--- src/fbe_pkg.sv ---
/*
 fbe_pkg: shared constants for the frame buffer empty indicator link,
 the device end and the controller end.
 assumes both ends run on pclk at the rate named below.
*/
`default_nettype none
package fbe_pkg;
    localparam int CLK_PERIOD_NS = 4;
    localparam int IND_VALID_DELAY_NS = 750;
    // longest time, rounded down
    localparam int IND_VALID_DELAY_CYC = IND_VALID_DELAY_NS / CLK_PERIOD_NS;
    localparam int OCTET_PERIOD_NS = 32000;
    localparam int OCTETS_TIMEOUT = 2;
    localparam int DEF_TIMEOUT_CYC =
        (OCTETS_TIMEOUT * OCTET_PERIOD_NS) / CLK_PERIOD_NS;
    localparam logic [7:0] SCLK_HALF_CYC = 8'h14;
    // register map of the device, reached over the link
    localparam logic [5:0] TRX_CTRL_ONE_ADDR = 6'h04;
    localparam logic [7:0] TRX_CTRL_ONE_RST = 8'h22;
    localparam int BUF_EMPTY_EN_BIT = 4;
    localparam int IRQ_POL_BIT = 0;
    // link command bytes
    localparam logic [7:0] CMD_FB_READ = 8'h20;
    localparam logic [1:0] CMD_REG_RD_TAG = 2'h2;
    localparam logic [1:0] CMD_REG_WR_TAG = 2'h3;
    // frame store
    localparam logic [7:0] FB_DEPTH = 8'h80;
    localparam logic [7:0] TRAILER_LQI = 8'h00;
    localparam logic [7:0] TRAILER_ED = 8'h01;
    localparam logic [7:0] TRAILER_STATUS = 8'h02;
    // controller register offsets
    localparam logic [11:0] HOST_CMD_OFS = 12'h000;
    localparam logic [11:0] HOST_RX_OFS = 12'h004;
    localparam logic [11:0] HOST_STAT_OFS = 12'h008;
    typedef enum logic [1:0] {
        FBE_OP_NONE = 2'b00,
        FBE_OP_RD = 2'b01,
        FBE_OP_WR = 2'b10,
        FBE_OP_FB = 2'b11
    } fbe_op_t;
    function automatic fbe_op_t fbe_decode(input logic [7:0] cmd);
        fbe_op_t op;
        op = FBE_OP_NONE;
        if (cmd == CMD_FB_READ) begin
            op = FBE_OP_FB;
        end else if (cmd[7:6] == CMD_REG_WR_TAG) begin
            op = FBE_OP_WR;
        end else if (cmd[7:6] == CMD_REG_RD_TAG) begin
            op = FBE_OP_RD;
        end
        return op;
    endfunction
endpackage
`default_nettype wire

--- src/fbe_if.sv ---
/*
 fbe_if: the serial link between controller and device, with the
 shared interrupt / buffer empty pin.
 assumes the bench joins both modports; no clock travels with it.
*/
`timescale 1ns/100ps
`default_nettype none
interface fbe_if;
    logic sclk;
    logic sel_n;
    logic mosi;
    logic miso;
    logic irq;
    modport dev (input sclk, input sel_n, input mosi, output miso,
        output irq);
    modport host (output sclk, output sel_n, output mosi, input miso,
        input irq);
endinterface // fbe_if
`default_nettype wire

--- src/fbe_dev.sv ---
/* fbe_dev: device end; control register, frame store, input buffer,
 link slave and the empty indicator on the irq pin.
 assumes link pins come from another domain, stream and events on pclk.
*/
// Decided for this implementation: register access over the serial link.
`timescale 1ns/100ps
`default_nettype none
// Functional notes
// - control bit 4 enables indicator, reset off
// - indicator from read command until select high
// - indicator valid within 750 ns of command
// - pin high while next byte not received
// - low means data available, host continues
// - high means host pauses until low
// - pin low once new data arrives
// - host watches pin during whole read
// - three trailer bytes follow PHR and PSDU
// - trailer bytes never stall the indicator
// - no interrupts shown while indicator active
// - select high restores normal interrupt role
// - receive error locks indicator high
// - host aborts after two octets without data
// - polarity setting does not touch indicator
module fbe_dev import fbe_pkg::*; (
    // clock, reset, enable
    input wire logic pclk,
    input wire logic presetn,
    input wire logic ce,
    // link
    fbe_if.dev link,
    // receive stream
    input wire logic rx_start,
    input wire logic rx_valid,
    input wire logic [7:0] rx_data,
    output logic rx_ready,
    // receive events and trailer values
    input wire logic rx_error,
    input wire logic irq_pending,
    input wire logic [7:0] lqi,
    input wire logic [7:0] ed,
    input wire logic [7:0] rx_status,
    // status
    output logic fb_active,
    output logic [7:0] ctrl_value
);
    logic sclk_m_ff, sclk_ff, sclk_d_ff;
    logic sel_m_ff, sel_ff, mosi_m_ff, mosi_ff;
    logic [2:0] bit_ff;
    logic [7:0] rxsh_ff;
    logic [1:0] byte_no_ff;
    fbe_op_t op_ff;
    logic [5:0] addr_ff;
    logic [7:0] ctrl_ff;
    logic fb_act_ff;
    logic err_ff;
    logic need_ff;
    logic [7:0] tx_ff, rd_idx_ff, wr_cnt_ff, buf0_ff, buf1_ff;
    logic irq_ff;
    logic [1:0] cnt_ff;
    logic [7:0] mem [0:127];
    logic rise, fall, sel_on, byte_done;
    logic [7:0] rx_byte, total, trail_idx, next_byte;
    logic empty_data, load_now, push, drain, nxt_irq, fb_go;
    assign rise = sclk_ff & ~sclk_d_ff;
    assign fall = ~sclk_ff & sclk_d_ff;
    assign sel_on = ~sel_ff;
    assign byte_done = rise & sel_on & (bit_ff == 3'h7);
    assign rx_byte = {rxsh_ff[6:0], mosi_ff};
    // header byte plus PSDU; trailer bytes are not in the store
    assign total = {1'b0, mem[0][6:0]} + 8'h01;
    assign trail_idx = rd_idx_ff - total;
    assign empty_data = (rd_idx_ff >= wr_cnt_ff) &
        ((wr_cnt_ff == 8'h00) | (rd_idx_ff < total));
    // stall only a frame read with the indicator switched on
    assign load_now = need_ff & ~sclk_ff & sel_on &
        ~(fb_act_ff & (err_ff | empty_data));
    assign fb_go = byte_done & (byte_no_ff == 2'h0) &
        (fbe_decode(rx_byte) == FBE_OP_FB) & ctrl_ff[BUF_EMPTY_EN_BIT];
    assign push = rx_valid & rx_ready;
    assign drain = (cnt_ff != 2'h0) & (wr_cnt_ff < FB_DEPTH);
    assign rx_ready = (cnt_ff != 2'h2);
    assign fb_active = fb_act_ff;
    assign ctrl_value = ctrl_ff;
    assign link.miso = tx_ff[7];
    assign link.irq = irq_ff;
    always_comb begin
        next_byte = 8'h00;
        case (op_ff)
            FBE_OP_RD: begin
                if (addr_ff == TRX_CTRL_ONE_ADDR) begin
                    next_byte = ctrl_ff;
                end
            end
            FBE_OP_FB: begin
                if (rd_idx_ff < total) begin
                    next_byte = mem[rd_idx_ff[6:0]];
                end else if (trail_idx == TRAILER_LQI) begin
                    next_byte = lqi;
                end else if (trail_idx == TRAILER_ED) begin
                    next_byte = ed;
                end else if (trail_idx == TRAILER_STATUS) begin
                    next_byte = rx_status;
                end
            end
            default: begin
                next_byte = 8'h00;
            end
        endcase
    end
    // two flops on every pin before use
    always_ff @(posedge pclk or negedge presetn) begin
        if (!presetn) begin
            sclk_m_ff <= 1'b0;
            sclk_ff <= 1'b0;
            sclk_d_ff <= 1'b0;
            sel_m_ff <= 1'b1;
            sel_ff <= 1'b1;
            mosi_m_ff <= 1'b0;
            mosi_ff <= 1'b0;
        end else if (ce) begin
            sclk_m_ff <= link.sclk;
            sclk_ff <= sclk_m_ff;
            sclk_d_ff <= sclk_ff;
            sel_m_ff <= link.sel_n;
            sel_ff <= sel_m_ff;
            mosi_m_ff <= link.mosi;
            mosi_ff <= mosi_m_ff;
        end
    end
    // byte framing and command decode
    always_ff @(posedge pclk or negedge presetn) begin
        if (!presetn) begin
            bit_ff <= 3'h0;
            rxsh_ff <= 8'h00;
            byte_no_ff <= 2'h0;
            op_ff <= FBE_OP_NONE;
            addr_ff <= 6'h00;
        end else if (ce) begin
            if (!sel_on) begin
                bit_ff <= 3'h0;
                byte_no_ff <= 2'h0;
                op_ff <= FBE_OP_NONE;
            end else if (rise) begin
                bit_ff <= bit_ff + 3'h1;
                rxsh_ff <= rx_byte;
                if (byte_done && byte_no_ff == 2'h0) begin
                    op_ff <= fbe_decode(rx_byte);
                    addr_ff <= rx_byte[5:0];
                end
                if (byte_done && byte_no_ff != 2'h3) begin
                    byte_no_ff <= byte_no_ff + 2'h1;
                end
            end
        end
    end
    always_ff @(posedge pclk or negedge presetn) begin
        if (!presetn) begin
            ctrl_ff <= TRX_CTRL_ONE_RST;
        end else if (ce) begin
            if (byte_done && byte_no_ff == 2'h1 && op_ff == FBE_OP_WR &&
                    addr_ff == TRX_CTRL_ONE_ADDR) begin
                ctrl_ff <= rx_byte;
            end
        end
    end
    // indicator window: command byte end until select high
    always_ff @(posedge pclk or negedge presetn) begin
        if (!presetn) begin
            fb_act_ff <= 1'b0;
        end else if (ce) begin
            if (!sel_on) begin
                fb_act_ff <= 1'b0;
            end else if (byte_done && byte_no_ff == 2'h0 &&
                    fbe_decode(rx_byte) == FBE_OP_FB) begin
                fb_act_ff <= ctrl_ff[BUF_EMPTY_EN_BIT];
            end
        end
    end
    // error lock; a set in the clearing cycle wins, the clear follows a cycle later
    always_ff @(posedge pclk or negedge presetn) begin
        if (!presetn) begin
            err_ff <= 1'b0;
        end else if (ce) begin
            if (rx_error && fb_act_ff) begin
                err_ff <= 1'b1;
            end else if (!sel_on) begin
                err_ff <= 1'b0;
            end
        end
    end
    // miso shifting; next byte held back while the store is short
    always_ff @(posedge pclk or negedge presetn) begin
        if (!presetn) begin
            need_ff <= 1'b0;
            tx_ff <= 8'h00;
            rd_idx_ff <= 8'h00;
        end else if (ce) begin
            if (!sel_on) begin
                need_ff <= 1'b0;
                tx_ff <= {7'h00, irq_pending};
                rd_idx_ff <= 8'h00;
            end else if (byte_done) begin
                need_ff <= 1'b1;
            end else if (load_now) begin
                need_ff <= 1'b0;
                tx_ff <= next_byte;
                if (op_ff == FBE_OP_FB) begin
                    rd_idx_ff <= rd_idx_ff + 8'h01;
                end
            end else if (fall && !need_ff) begin
                tx_ff <= {tx_ff[6:0], 1'b0};
            end
        end
    end
    // registered so the pin never glitches; the role turns with the
    // command byte so no stale request leaks in its first cycle
    assign nxt_irq = (fb_act_ff | fb_go) ?
        (err_ff | (need_ff & empty_data)) :
        (irq_pending ^ ctrl_ff[IRQ_POL_BIT]);
    always_ff @(posedge pclk or negedge presetn) begin
        if (!presetn) begin
            irq_ff <= 1'b0;
        end else if (ce) begin
            irq_ff <= nxt_irq;
        end
    end
    // two-entry input buffer; stalls when the store is full
    always_ff @(posedge pclk or negedge presetn) begin
        if (!presetn) begin
            buf0_ff <= 8'h00;
            buf1_ff <= 8'h00;
            cnt_ff <= 2'h0;
        end else if (ce) begin
            if (push && drain) begin
                if (cnt_ff == 2'h1) begin
                    buf0_ff <= rx_data;
                end else begin
                    buf0_ff <= buf1_ff;
                    buf1_ff <= rx_data;
                end
            end else if (push) begin
                cnt_ff <= cnt_ff + 2'h1;
                if (cnt_ff == 2'h0) begin
                    buf0_ff <= rx_data;
                end else begin
                    buf1_ff <= rx_data;
                end
            end else if (drain) begin
                cnt_ff <= cnt_ff - 2'h1;
                buf0_ff <= buf1_ff;
            end
        end
    end
    // new frame restarts the store only outside the indicator window
    always_ff @(posedge pclk or negedge presetn) begin
        if (!presetn) begin
            wr_cnt_ff <= 8'h00;
        end else if (ce) begin
            if (rx_start && !fb_act_ff) begin
                wr_cnt_ff <= 8'h00;
            end else if (drain) begin
                wr_cnt_ff <= wr_cnt_ff + 8'h01;
            end
        end
    end
    always_ff @(posedge pclk) begin
        if (ce && drain && !(rx_start && !fb_act_ff)) begin
            mem[wr_cnt_ff[6:0]] <= buf0_ff;
        end
    end
endmodule // fbe_dev
`default_nettype wire

--- src/flat_wrapper.sv ---
// flat-port wrapper written by rule: the top's interface ports become plain ports
module fbe_dev_flat import fbe_pkg::*;
  (pclk, presetn, ce, rx_start, rx_valid, rx_data, rx_ready, rx_error, irq_pending, lqi, ed, rx_status, fb_active, ctrl_value, link_sclk, link_sel_n, link_mosi, link_miso, link_irq);
  fbe_if link_i ();
  input wire logic pclk;
  input wire logic presetn;
  input wire logic ce;
  input wire logic rx_start;
  input wire logic rx_valid;
  input wire logic [7:0] rx_data;
  output logic rx_ready;
  input wire logic rx_error;
  input wire logic irq_pending;
  input wire logic [7:0] lqi;
  input wire logic [7:0] ed;
  input wire logic [7:0] rx_status;
  output logic fb_active;
  output logic [7:0] ctrl_value;
  input wire logic [$bits(link_i.sclk)-1:0] link_sclk;
  input wire logic [$bits(link_i.sel_n)-1:0] link_sel_n;
  input wire logic [$bits(link_i.mosi)-1:0] link_mosi;
  output wire logic [$bits(link_i.miso)-1:0] link_miso;
  output wire logic [$bits(link_i.irq)-1:0] link_irq;
  assign link_i.sclk = link_sclk;
  assign link_i.sel_n = link_sel_n;
  assign link_i.mosi = link_mosi;
  assign link_miso = link_i.miso;
  assign link_irq = link_i.irq;
  fbe_dev u_core (.pclk(pclk), .presetn(presetn), .ce(ce), .link(link_i), .rx_start(rx_start), .rx_valid(rx_valid), .rx_data(rx_data), .rx_ready(rx_ready), .rx_error(rx_error), .irq_pending(irq_pending), .lqi(lqi), .ed(ed), .rx_status(rx_status), .fb_active(fb_active), .ctrl_value(ctrl_value));
endmodule
--- config.mk ---
export PLATFORM = sky130hd
export DESIGN_NAME = fbe_dev_flat
export DESIGN_NICKNAME = d
export VERILOG_FILES = /design/src/fbe_pkg.sv /design/src/fbe_if.sv /design/src/fbe_dev.sv /design/src/flat_wrapper.sv
export SDC_FILE = /design/constraint.sdc
export NUM_CORES = 1
export LEC_CHECK = 0
export BUFFER_PORTS_ARGS = -buffer_cell sky130_fd_sc_hd__buf_2
export CELL_PAD_IN_SITES_DETAIL_PLACEMENT = 0
export CELL_PAD_IN_SITES_GLOBAL_PLACEMENT = 1
export CORE_MARGIN = 10
export CORE_UTILIZATION = 35
export DETAILED_ROUTE_END_ITERATION = 8
export HOLD_SLACK_MARGIN = 0.1
export PLACE_DENSITY_LB_ADDON = 0.1
export SYNTH_ARGS = -nofsm -noshare
export SYNTH_HDL_FRONTEND = slang
export SYNTH_SLANG_ARGS = --single-unit
--- constraint.sdc ---
create_clock -name pclk -period 4.1 [get_ports pclk]
set_clock_uncertainty 0.2 [all_clocks]
set_input_delay 0.205 -clock pclk [delete_from_list [all_inputs] [get_ports pclk]]
set_output_delay 0.205 -clock pclk [all_outputs]
set_load 0.03 [all_outputs]
==> results.cfg, run 1 <==
[cells_and_area]
fin_cells = 4400
synthToLayoutAreaGrowth_pct = 17.0
layout.nets = 2702
stdcell_area_mm2 = 0.0525
drive_gt1_share_pct = 25.9
layout_common_cells = edfxtp_1 (1,024), mux4_2 (232), nor2_1 (177)
final_common_cell = edfxtp_1
utilization_pct = 41.2

[place]
globalplace.congestion = 0.788
placed_cell_area_mm2 = 0.0478
dp_hpwl_um = 78200
dp.cells = 4111
place_ws_ns = 0.378
port_buffers = 53

[worst_setup_path]
reg2reg_depth = 9
cp-start-kind = flop
crit_type = reg -> reg
setup.worst_path.end_class = flop
crit_arrival_ns = 4.21
worstPathRequired_ns = 4.50
critPathMaxFanout = 48

[sta]
grt_setup_unrepaired = false
hold_ws_ns = 0.153
slew_viol_final = 0
hold_viol = 0
fin_crit_sh_pct = 92.9
tightestPinTransition_ns = 1.23
min_period_ns = 3.81
finalWorstSetupSlack_ns = 0.290
setup-tns-final_ns = 0
slew_headroom_pct = 18.0
fmax_mhz = 262
setup_viol = 0

[die]
die_h_um = 378
std_cell_rows = 131
start_util_pct = 35.2
ios = 54
fp.dieW_um = 378
coreArea_mm2 = 0.127
die_area_mm2 = 0.143

[synth]
yosys.area.top_type_share_pct = 68.6
synthTopCellsByArea = edfxtp_1 (69%), mux4_2 (12%), dfrtp_1 (4.3%), mux2i_1 (2.3%), mux2_2 (1.5%)
netlist_area_mm2 = 0.0448
async_reset_ff_share_pct = 7.33
synth_fp_nets = 2441
synth_cells = 2369
synth_seq_cells = 1105
synth_top_cell_by_area = edfxtp_1
synth-edff-count = 1024
ys.flop_type = edfxtp_1
ys_warn_count = 0
seq_area_frac_synth_pct = 73.1
synth.distinct_cells = 71
avgSynthCellArea_um2 = 18.9

[pwr]
power.leakage_nw = 16.9
finalPower_mw = 30.8
ir_drop_mv = 0.377
powerDensity_mw_per_mm2 = 588

[global_route]
gr-usage-all-layers_pct = 17.4
antenna_found_initial = 1
grt-ovfl-total = 0
grt_max_degree = 87
first_global_vias = 24600
grt_pass1_wl_um = 181000

[clock_network]
tritoncts = built
cts_sinks = 1105
htree_levels = 3
clkLatencyLatePin_ns = 0.74
clk_pin_slew_worst_paths_ns = 0.06
cts_buffers = 120
clockRootBuffer = clkbuf_16
clock_path_buffers = 3

[min_path]
worstHoldPathCells = 4
hold_path.class = in -> reg

[route]
wl_um = 124000
via_per_inst = 5.35
drt_iter0_drc = 2019
ant_nets = 0
via_count = 23500
drc_errors = 0
drt-wirelength-per-cell_um = 28.3
first_pass_iters = 5

[run]
cap_violations = 0

[status]
outcome = finished, final reports clean
-- worst max-delay path, cell delays in order (launching register included) --
cell and delay, ns:
dfrtp_4 0.43, buf_12 0.20, buf_12 0.35, mux4_2 0.57
mux2i_1 0.30, o22ai_1 0.19, a21oi_1 0.70, nor3_1 0.13
a2111oi_1 0.41, o31ai_1 0.10
-- cell type report --
class	count	area, um^2
Tap cell	1662	2080
Clock buffer	158	3280
Timing Repair Buffer	263	2240
Inverter	24	90.1
Sequential cell	1105	32800
Clock inverter	71	729
Antenna cell	1	2.50
Multi-Input combinational cell	1116	11200
Fill cell	11300	74900
-- per-layer routing --
metal	part of all wire (%)	track usage [%]
met1	46	24.4
met2	47	27.7
met3	4.5	2.96
met4	2.8	5.05
met5	0	0
-- state kept, by name, summed over array words and instances, names as in the netlist, 7 cells and up --
name               count
u_core.buf0_ff         8
u_core.buf1_ff         8
u_core.ctrl_value      8
u_core.mem          1024
u_core.rd_idx_ff       8
u_core.rxsh_ff         7
u_core.tx_ff           8
u_core.wr_cnt_ff       8
-- report_power, final --
| part | leakage, nW | internal [mW] | switching, mW |
|---|---|---|---|
| Combinational | 4.60 | 1.98 | 2.82 |
| Clock | 1.95 | 6.43 | 4.49 |
| Sequential | 10.3 | 14.0 | 1.12 |
| Total | 16.9 | 22.4 | 8.43 |
-- synth_stat cells, types with 9 or more instances --
| library cell | number |
|---|---|
| a211oi_1 | 17 |
| edfxtp_1 | 1024 |
| a221oi_1 | 27 |
| ha_1 | 29 |
| nor2_1 | 177 |
| nor2b_1 | 10 |
| mux2_2 | 61 |
| buf_6 | 18 |
| clkbuf_1 | 68 |
| a22oi_1 | 18 |
| o21ai_1 | 13 |
| and3_1 | 9 |
| inv_1 | 22 |
| o21ai_0 | 58 |
| buf_2 | 17 |
| mux4_2 | 232 |
| a21oi_1 | 89 |
| nand3_1 | 32 |
| nand2_1 | 79 |
| a221o_1 | 14 |
| mux2i_1 | 104 |
| o22ai_1 | 14 |
| dfrtp_1 | 77 |
| nor3_1 | 13 |
-- what timing repair did --
action / 4_1_cts / 5_1_grt
endpoints found under the setup margin: 0 / 0
hold buffers: 59 / 0
gates resized for setup: 0 / 0
endpoints found under the hold margin: 126 / 0
buffers inserted: 0 / 0
-- path summary, 6_finish.rpt --
kind,end,startpoint,slack (ns)
max in group asynchronous,u_core.addr_ff[1],presetn,2.76
setup reg to reg,u_core.tx_ff[1],u_core.rd_idx_ff[0],0.29
setup / recovery,u_core.tx_ff[1],u_core.rd_idx_ff[0],0.29
hold / removal,u_core.buf0_ff[0],rx_data[0],0.15
hold reg to reg,u_core.tx_ff[3],u_core.tx_ff[3],0.29
min in group asynchronous,u_core.buf1_ff[3],presetn,0.38
-- cell families (layout without fill, tap and decap cells) --
logic type | Yosys count | in the layout | share of synthesized area (%)
XOR/XNOR | 11 | 11 | 0.215
AO/OA/AOI/OAI | 319 | 319 | 4.78
adder cells (fa/ha/maj) | 30 | 30 | 0.854
other | 0 | 1 | 0
flip-flops | 1105 | 1105 | 73.1
AND/OR/NAND/NOR | 357 | 357 | 3.50
multiplexers | 399 | 399 | 15.6
buffers and inverters | 148 | 516 | 1.89
Note: power is estimated with default switching activity, not from simulation.
==> run 2, diff against run 1 <==
--- a/config.mk
+++ b/config.mk
@@ -5,12 +5,13 @@
 export SDC_FILE = /design/constraint.sdc
 export NUM_CORES = 1
 export LEC_CHECK = 0
-export BUFFER_PORTS_ARGS = -buffer_cell sky130_fd_sc_hd__buf_2
 export CELL_PAD_IN_SITES_DETAIL_PLACEMENT = 0
 export CELL_PAD_IN_SITES_GLOBAL_PLACEMENT = 1
 export CORE_MARGIN = 10
 export CORE_UTILIZATION = 35
+export CTS_CLUSTER_SIZE = 16
 export DETAILED_ROUTE_END_ITERATION = 8
+export DONT_BUFFER_PORTS = 1
 export HOLD_SLACK_MARGIN = 0.1
 export PLACE_DENSITY_LB_ADDON = 0.1
 export SYNTH_ARGS = -nofsm -noshare
==> results.cfg, run 2 (synthesis results as in run 1) <==
[sta]
hold_viol = 0
min_period_ns = 3.91
fmax_mhz = 256
finalWorstSetupSlack_ns = 0.193
grt_setup_unrepaired = false
fin_crit_sh_pct = 95.3
tightestPinTransition_ns = 1.15
slew_headroom_pct = 23.3
slew_viol_final = 0
setup_viol = 0
setup-tns-final_ns = 0

[pwr]
ir_drop_mv = 0.374
power.leakage_nw = 16.9
powerDensity_mw_per_mm2 = 589

[cells_and_area]
stdcell_area_mm2 = 0.0525
largest_register_ffs = 1024
diodes = 0
layout.nets = 2699
final_common_cell = edfxtp_1
drive_gt1_share_pct = 25.9
synthToLayoutAreaGrowth_pct = 17.2
layout_common_cells = edfxtp_1 (1,024), mux4_2 (232), nor2_1 (177)
fin_cells = 4390

[worst_setup_path]
max_stage_delay_ns = 0.76
setup.worst_path.end_class = flop
worstPathCellList = and2_2, buf_4, a221oi_1, a21oi_1, o21ai_1, a21oi_1, nor3_1, a2111oi_1, o31ai_1
crit_type = reg -> reg
cp-start-kind = flop
worstPathRequired_ns = 4.56
cp_common_cell = a21oi_1
crit_arrival_ns = 4.37
critPathMaxFanout = 19
worst_path_max_delay_cell = a221oi_1

[route]
drc_errors = 0
first_pass_iters = 7
ant_nets = 0
drt-wirelength-per-cell_um = 29.3
via_per_inst = 5.42
drt_iter0_drc = 2313
wl_um = 129000
via_count = 23800

[die]
coreArea_mm2 = 0.127
ios = 54
std_cell_rows = 131
die_area_mm2 = 0.143
start_util_pct = 35.2
die_h_um = 378
fp.dieW_um = 378

[run]
cap_violations = 0

[clock_network]
htree_levels = 4
clk_pin_slew_worst_paths_ns = 0.06
clkLatencyLatePin_ns = 0.76
ctsResizeCount = 0
cts_sinks = 1105
clockRootBuffer = clkbuf_16
cts_buffers = 130
clock_path_buffers = 3
tritoncts = built

[min_path]
hold_path.class = in -> reg

[global_route]
grt_util_met1_pct = 24.2
gr-usage-all-layers_pct = 18.0
grt-ovfl-total = 0
antenna_found_initial = 1
first_global_vias = 24600
top_usage_layer = met2
grt_use_met2_pct = 29.2
grt_pass1_wl_um = 183000
use_met3_pct = 3.91
grt_max_degree = 91

[place]
port_buffers = 0
dp_hpwl_um = 81700
placed_cell_area_mm2 = 0.0479
dp.cells = 4099
globalplace.congestion = 0.812
place_ws_ns = 0.286

[status]
outcome = finished, final reports clean
-- run 2: per-layer routing --
metal	wire, um	share of wire (%)	vias to the layer above
met5	0	0	-
met4	3030	2.4	0
met3	7740	6.0	172
met2	62200	48	766
met1	55700	43	12600
li1	-	-	10200
-- run 2: power breakdown --
part           internal (mW)  switching [mW]  total (mW)
registers               14.0            1.21        15.2
clock network           6.29            4.70        11.0
logic                   1.96            2.82        4.78
-- run 2: final cells by class --
cell class              count  area, um^2
clock inverters            78         691
multi-input cells        1116       11200
flip-flops and latches   1105       32800
clock buffers             155        3360
inverters                  24        90.1
repair buffers            250        2290
fillers                 11300       74800
well taps                1662        2080
-- run 2: path summary, 6_finish.rpt --
check                                    start  depth (start not counted)                   end  slack, ns
max in group asynchronous              presetn                          4   u_core.rd_idx_ff[0]       2.80
min reg2reg                    u_core.tx_ff[1]                          2       u_core.tx_ff[1]       0.28
max reg2reg                u_core.rd_idx_ff[2]                          9       u_core.tx_ff[1]       0.19
min                                irq_pending                          3       u_core.tx_ff[0]       0.20
min in group asynchronous              presetn                          3  u_core.ctrl_value[1]       0.39
max                        u_core.rd_idx_ff[2]                          9       u_core.tx_ff[1]       0.19
-- run 2: what timing repair did --
| action | 4_1_cts | 5_1_grt |
|---|---|---|
| hold buffers | 58 | 0 |
| hold endpoints to repair | 148 | 0 |
| setup buffers | 0 | 0 |
-- run 2: worst max-delay path, delay by kind of cell (launching register included) --
kind                   cells  cell delay [ns]
AO/OA/AOI/OAI              6             1.72
buffers and inverters      1             0.28
flip-flops                 1             0.65
AND/OR/NAND/NOR            2             0.91
-- run 2: through the flow --
stage                     util (%)  power (mW)  hold WS [ns]
final                         41.3        31.0         0.196
after global routing          41.3        32.3         0.203
after CTS                     41.3        31.4         0.114
after detailed placement      37.6        20.2        -0.287
after global placement        37.6        20.0        -0.287
after floorplan                  -        18.0        -0.291
==> run 3, diff against run 2 <==
--- a/config.mk
+++ b/config.mk
@@ -7,11 +7,13 @@
 export LEC_CHECK = 0
 export CELL_PAD_IN_SITES_DETAIL_PLACEMENT = 0
 export CELL_PAD_IN_SITES_GLOBAL_PLACEMENT = 1
+export CORE_ASPECT_RATIO = 0.9
 export CORE_MARGIN = 10
 export CORE_UTILIZATION = 35
 export CTS_CLUSTER_SIZE = 16
 export DETAILED_ROUTE_END_ITERATION = 8
 export DONT_BUFFER_PORTS = 1
+export GPL_ROUTABILITY_DRIVEN = 0
 export HOLD_SLACK_MARGIN = 0.1
 export PLACE_DENSITY_LB_ADDON = 0.1
 export SYNTH_ARGS = -nofsm -noshare
==> constraint.sdc (replaced) <==
create_clock -name pclk -period 4.1 [get_ports pclk]
set_clock_uncertainty 0.2 [all_clocks]
set_input_delay 0.82 -clock pclk [delete_from_list [all_inputs] [get_ports pclk]]
set_output_delay 0.82 -clock pclk [all_outputs]
set_load 0.03 [all_outputs]
==> results.cfg, run 3 (synthesis results as in run 1) <==
[status]
outcome = finished, final reports clean

[sta]
fmax_mhz = 264
setup_viol = 0
slew_headroom_pct = 16.6
slew_viol_final = 0
fin_crit_sh_pct = 92.5
setup-tns-final_ns = 0
tightestPinTransition_ns = 1.25
hold_viol = 0
grt_setup_unrepaired = false
min_period_ns = 3.79

[global_route]
grt_pass1_wl_um = 178000
first_global_vias = 23700
antenna_found_initial = 4
grt_max_degree = 93
grt-ovfl-total = 0
gr-usage-all-layers_pct = 17.1

[worst_setup_path]
critPathMaxFanout = 8
worstPathCellList = and3_1, and3_1, xnor2_1, ha_1, a21o_1, a31o_2, a31o_2, nand2b_1, nor3_1, a2111oi_1, o31ai_1
path_delay_family = simple AND/OR/NAND/NOR gates
setup.worst_path.end_class = flop
cp_num_buf_inv = 0
max_stage_delay_ns = 0.63
crit_type = reg -> reg
cp-start-kind = flop
worst_path_max_delay_cell = nor3_1
reg2reg_depth = 11
rrSetupSlack_ns = 0.31
cp_num_cells = 11
crit_arrival_ns = 4.21
worstPathRequired_ns = 4.52

[cells_and_area]
utilization_pct = 40.6
largest_register_ffs = 1024
final_common_cell = edfxtp_1
stdcell_area_mm2 = 0.0515
fin_cells = 4326
layout.nets = 2596
layout_common_cells = edfxtp_1 (1,024), mux4_2 (232), nor2_1 (177)
drive_gt1_share_pct = 24.5
synthToLayoutAreaGrowth_pct = 15.0

[route]
first_pass_iters = 5
drt_iter0_drc = 2011
ant_nets = 0
via_count = 23200
drt-wirelength-per-cell_um = 28.6
via_per_inst = 5.37
wl_um = 124000
drc_errors = 0

[die]
die_h_um = 360
die_area_mm2 = 0.143
fp.dieW_um = 397
coreArea_mm2 = 0.127
std_cell_rows = 124
ios = 54
start_util_pct = 35.3

[pwr]
internal_power_mw = 21.8
ir_drop_mv = 0.393
power.leakage_nw = 16.3
clkPwrFrac_pct = 34.3
combinationalPowerShare_pct = 15.9
power_frac_seq_pct = 49.8
switching_share_pct = 28.1
powerDensity_mw_per_mm2 = 588
switching_power_mw = 8.52

[clock_network]
tritoncts = built
htree_levels = 3
cts_buffers = 117
clk_pin_slew_worst_paths_ns = 0.06
clockRootBuffer = clkbuf_16
clkLatencyLatePin_ns = 0.74
cts_sinks = 1105
post_cts_buffers = 0
clock_path_buffers = 3

[place]
dp_hpwl_um = 79700
port_buffers = 0
placed_cell_area_mm2 = 0.0476
dp.cells = 4090

[min_path]
hold_path.class = in -> reg
worstHoldPathCells = 2

[run]
cap_violations = 0
run 3: cell count changes in the layout (fill, tap and decap cells not counted), moves of 2 or more:
cell           previous run  this run
clkinvlp_4                2         4
inv_16                    3         1
bufinv_16                 6        10
clkinv_8                  5         0
dlygate4sd3_1            55        15
clkbuf_1                 24        21
clkbuf_16               130       118
inv_6                     6         4
buf_4                   174       124
clkinv_1                 28        30
run 3: area by class of cell:
class	count	area [um^2]
fill	11300	75500
sequential	1105	32800
multi-input combinational	1116	11200
clock buffer	141	3060
tap	1701	2130
timing repair buffer	160	1510
clock inverter	78	724
inverter	24	90.1
antenna	1	2.50
run 3: worst reg2reg max path, delay by kind of cell, from the launching register on:
| family | cells | cell delay [ns] |
|---|---|---|
| compound gates | 5 | 1.10 |
| xor+xnor | 1 | 0.14 |
| fa+ha+maj | 1 | 0.37 |
| flops | 1 | 0.47 |
| simple gates | 4 | 1.42 |
run 3: through the flow:
stage	setup WS, ns	total power, mW	hold slack, ns
final	0.307	30.3	0.169
after global routing	0.146	31.6	0.140
after CTS	0.283	30.8	0.109
after detailed placement	0.323	20.3	0.271
after global placement	0.323	20.1	0.271
after floorplan	0.267	18.0	0.249
run 3: worst paths after layout:
kind / startpoint / end
min in group asynchronous: presetn / u_core.wr_cnt_ff[2]
min reg2reg: u_core.tx_ff[1] / u_core.tx_ff[1]
min: ce / u_core.fb_active
max reg2reg: u_core.mem[0][2] / u_core.tx_ff[5]
max in group asynchronous: presetn / u_core.buf0_ff[5]
max: u_core.mem[0][2] / u_core.tx_ff[5]
run 3: layer usage:
layer / routed length, um / track usage (%) / vias up
met5: 8 / 0 / -
met4: 2410 / 3.86 / 2
met3: 6620 / 3.16 / 158
met2: 57500 / 26.6 / 647
met1: 57400 / 24.7 / 12400
li1: - / - / 10000
run 3: power by group through the flow:
stage | registers (mW) | clock network [mW] | logic (mW)
after detailed placement | 15.4 | 0 | 4.87
after CTS | 15.2 | 10.7 | 4.92
final | 15.1 | 10.4 | 4.81
after floorplan | 15.1 | 0 | 2.85
after global placement | 15.3 | 0 | 4.79
after global routing | 15.2 | 11.2 | 5.21
run 3: repair_timing:
item,CTS,global route
hold endpoints to repair,113,0
resized for setup,0,0
hold buffers,16,0
setup endpoints to repair,0,0
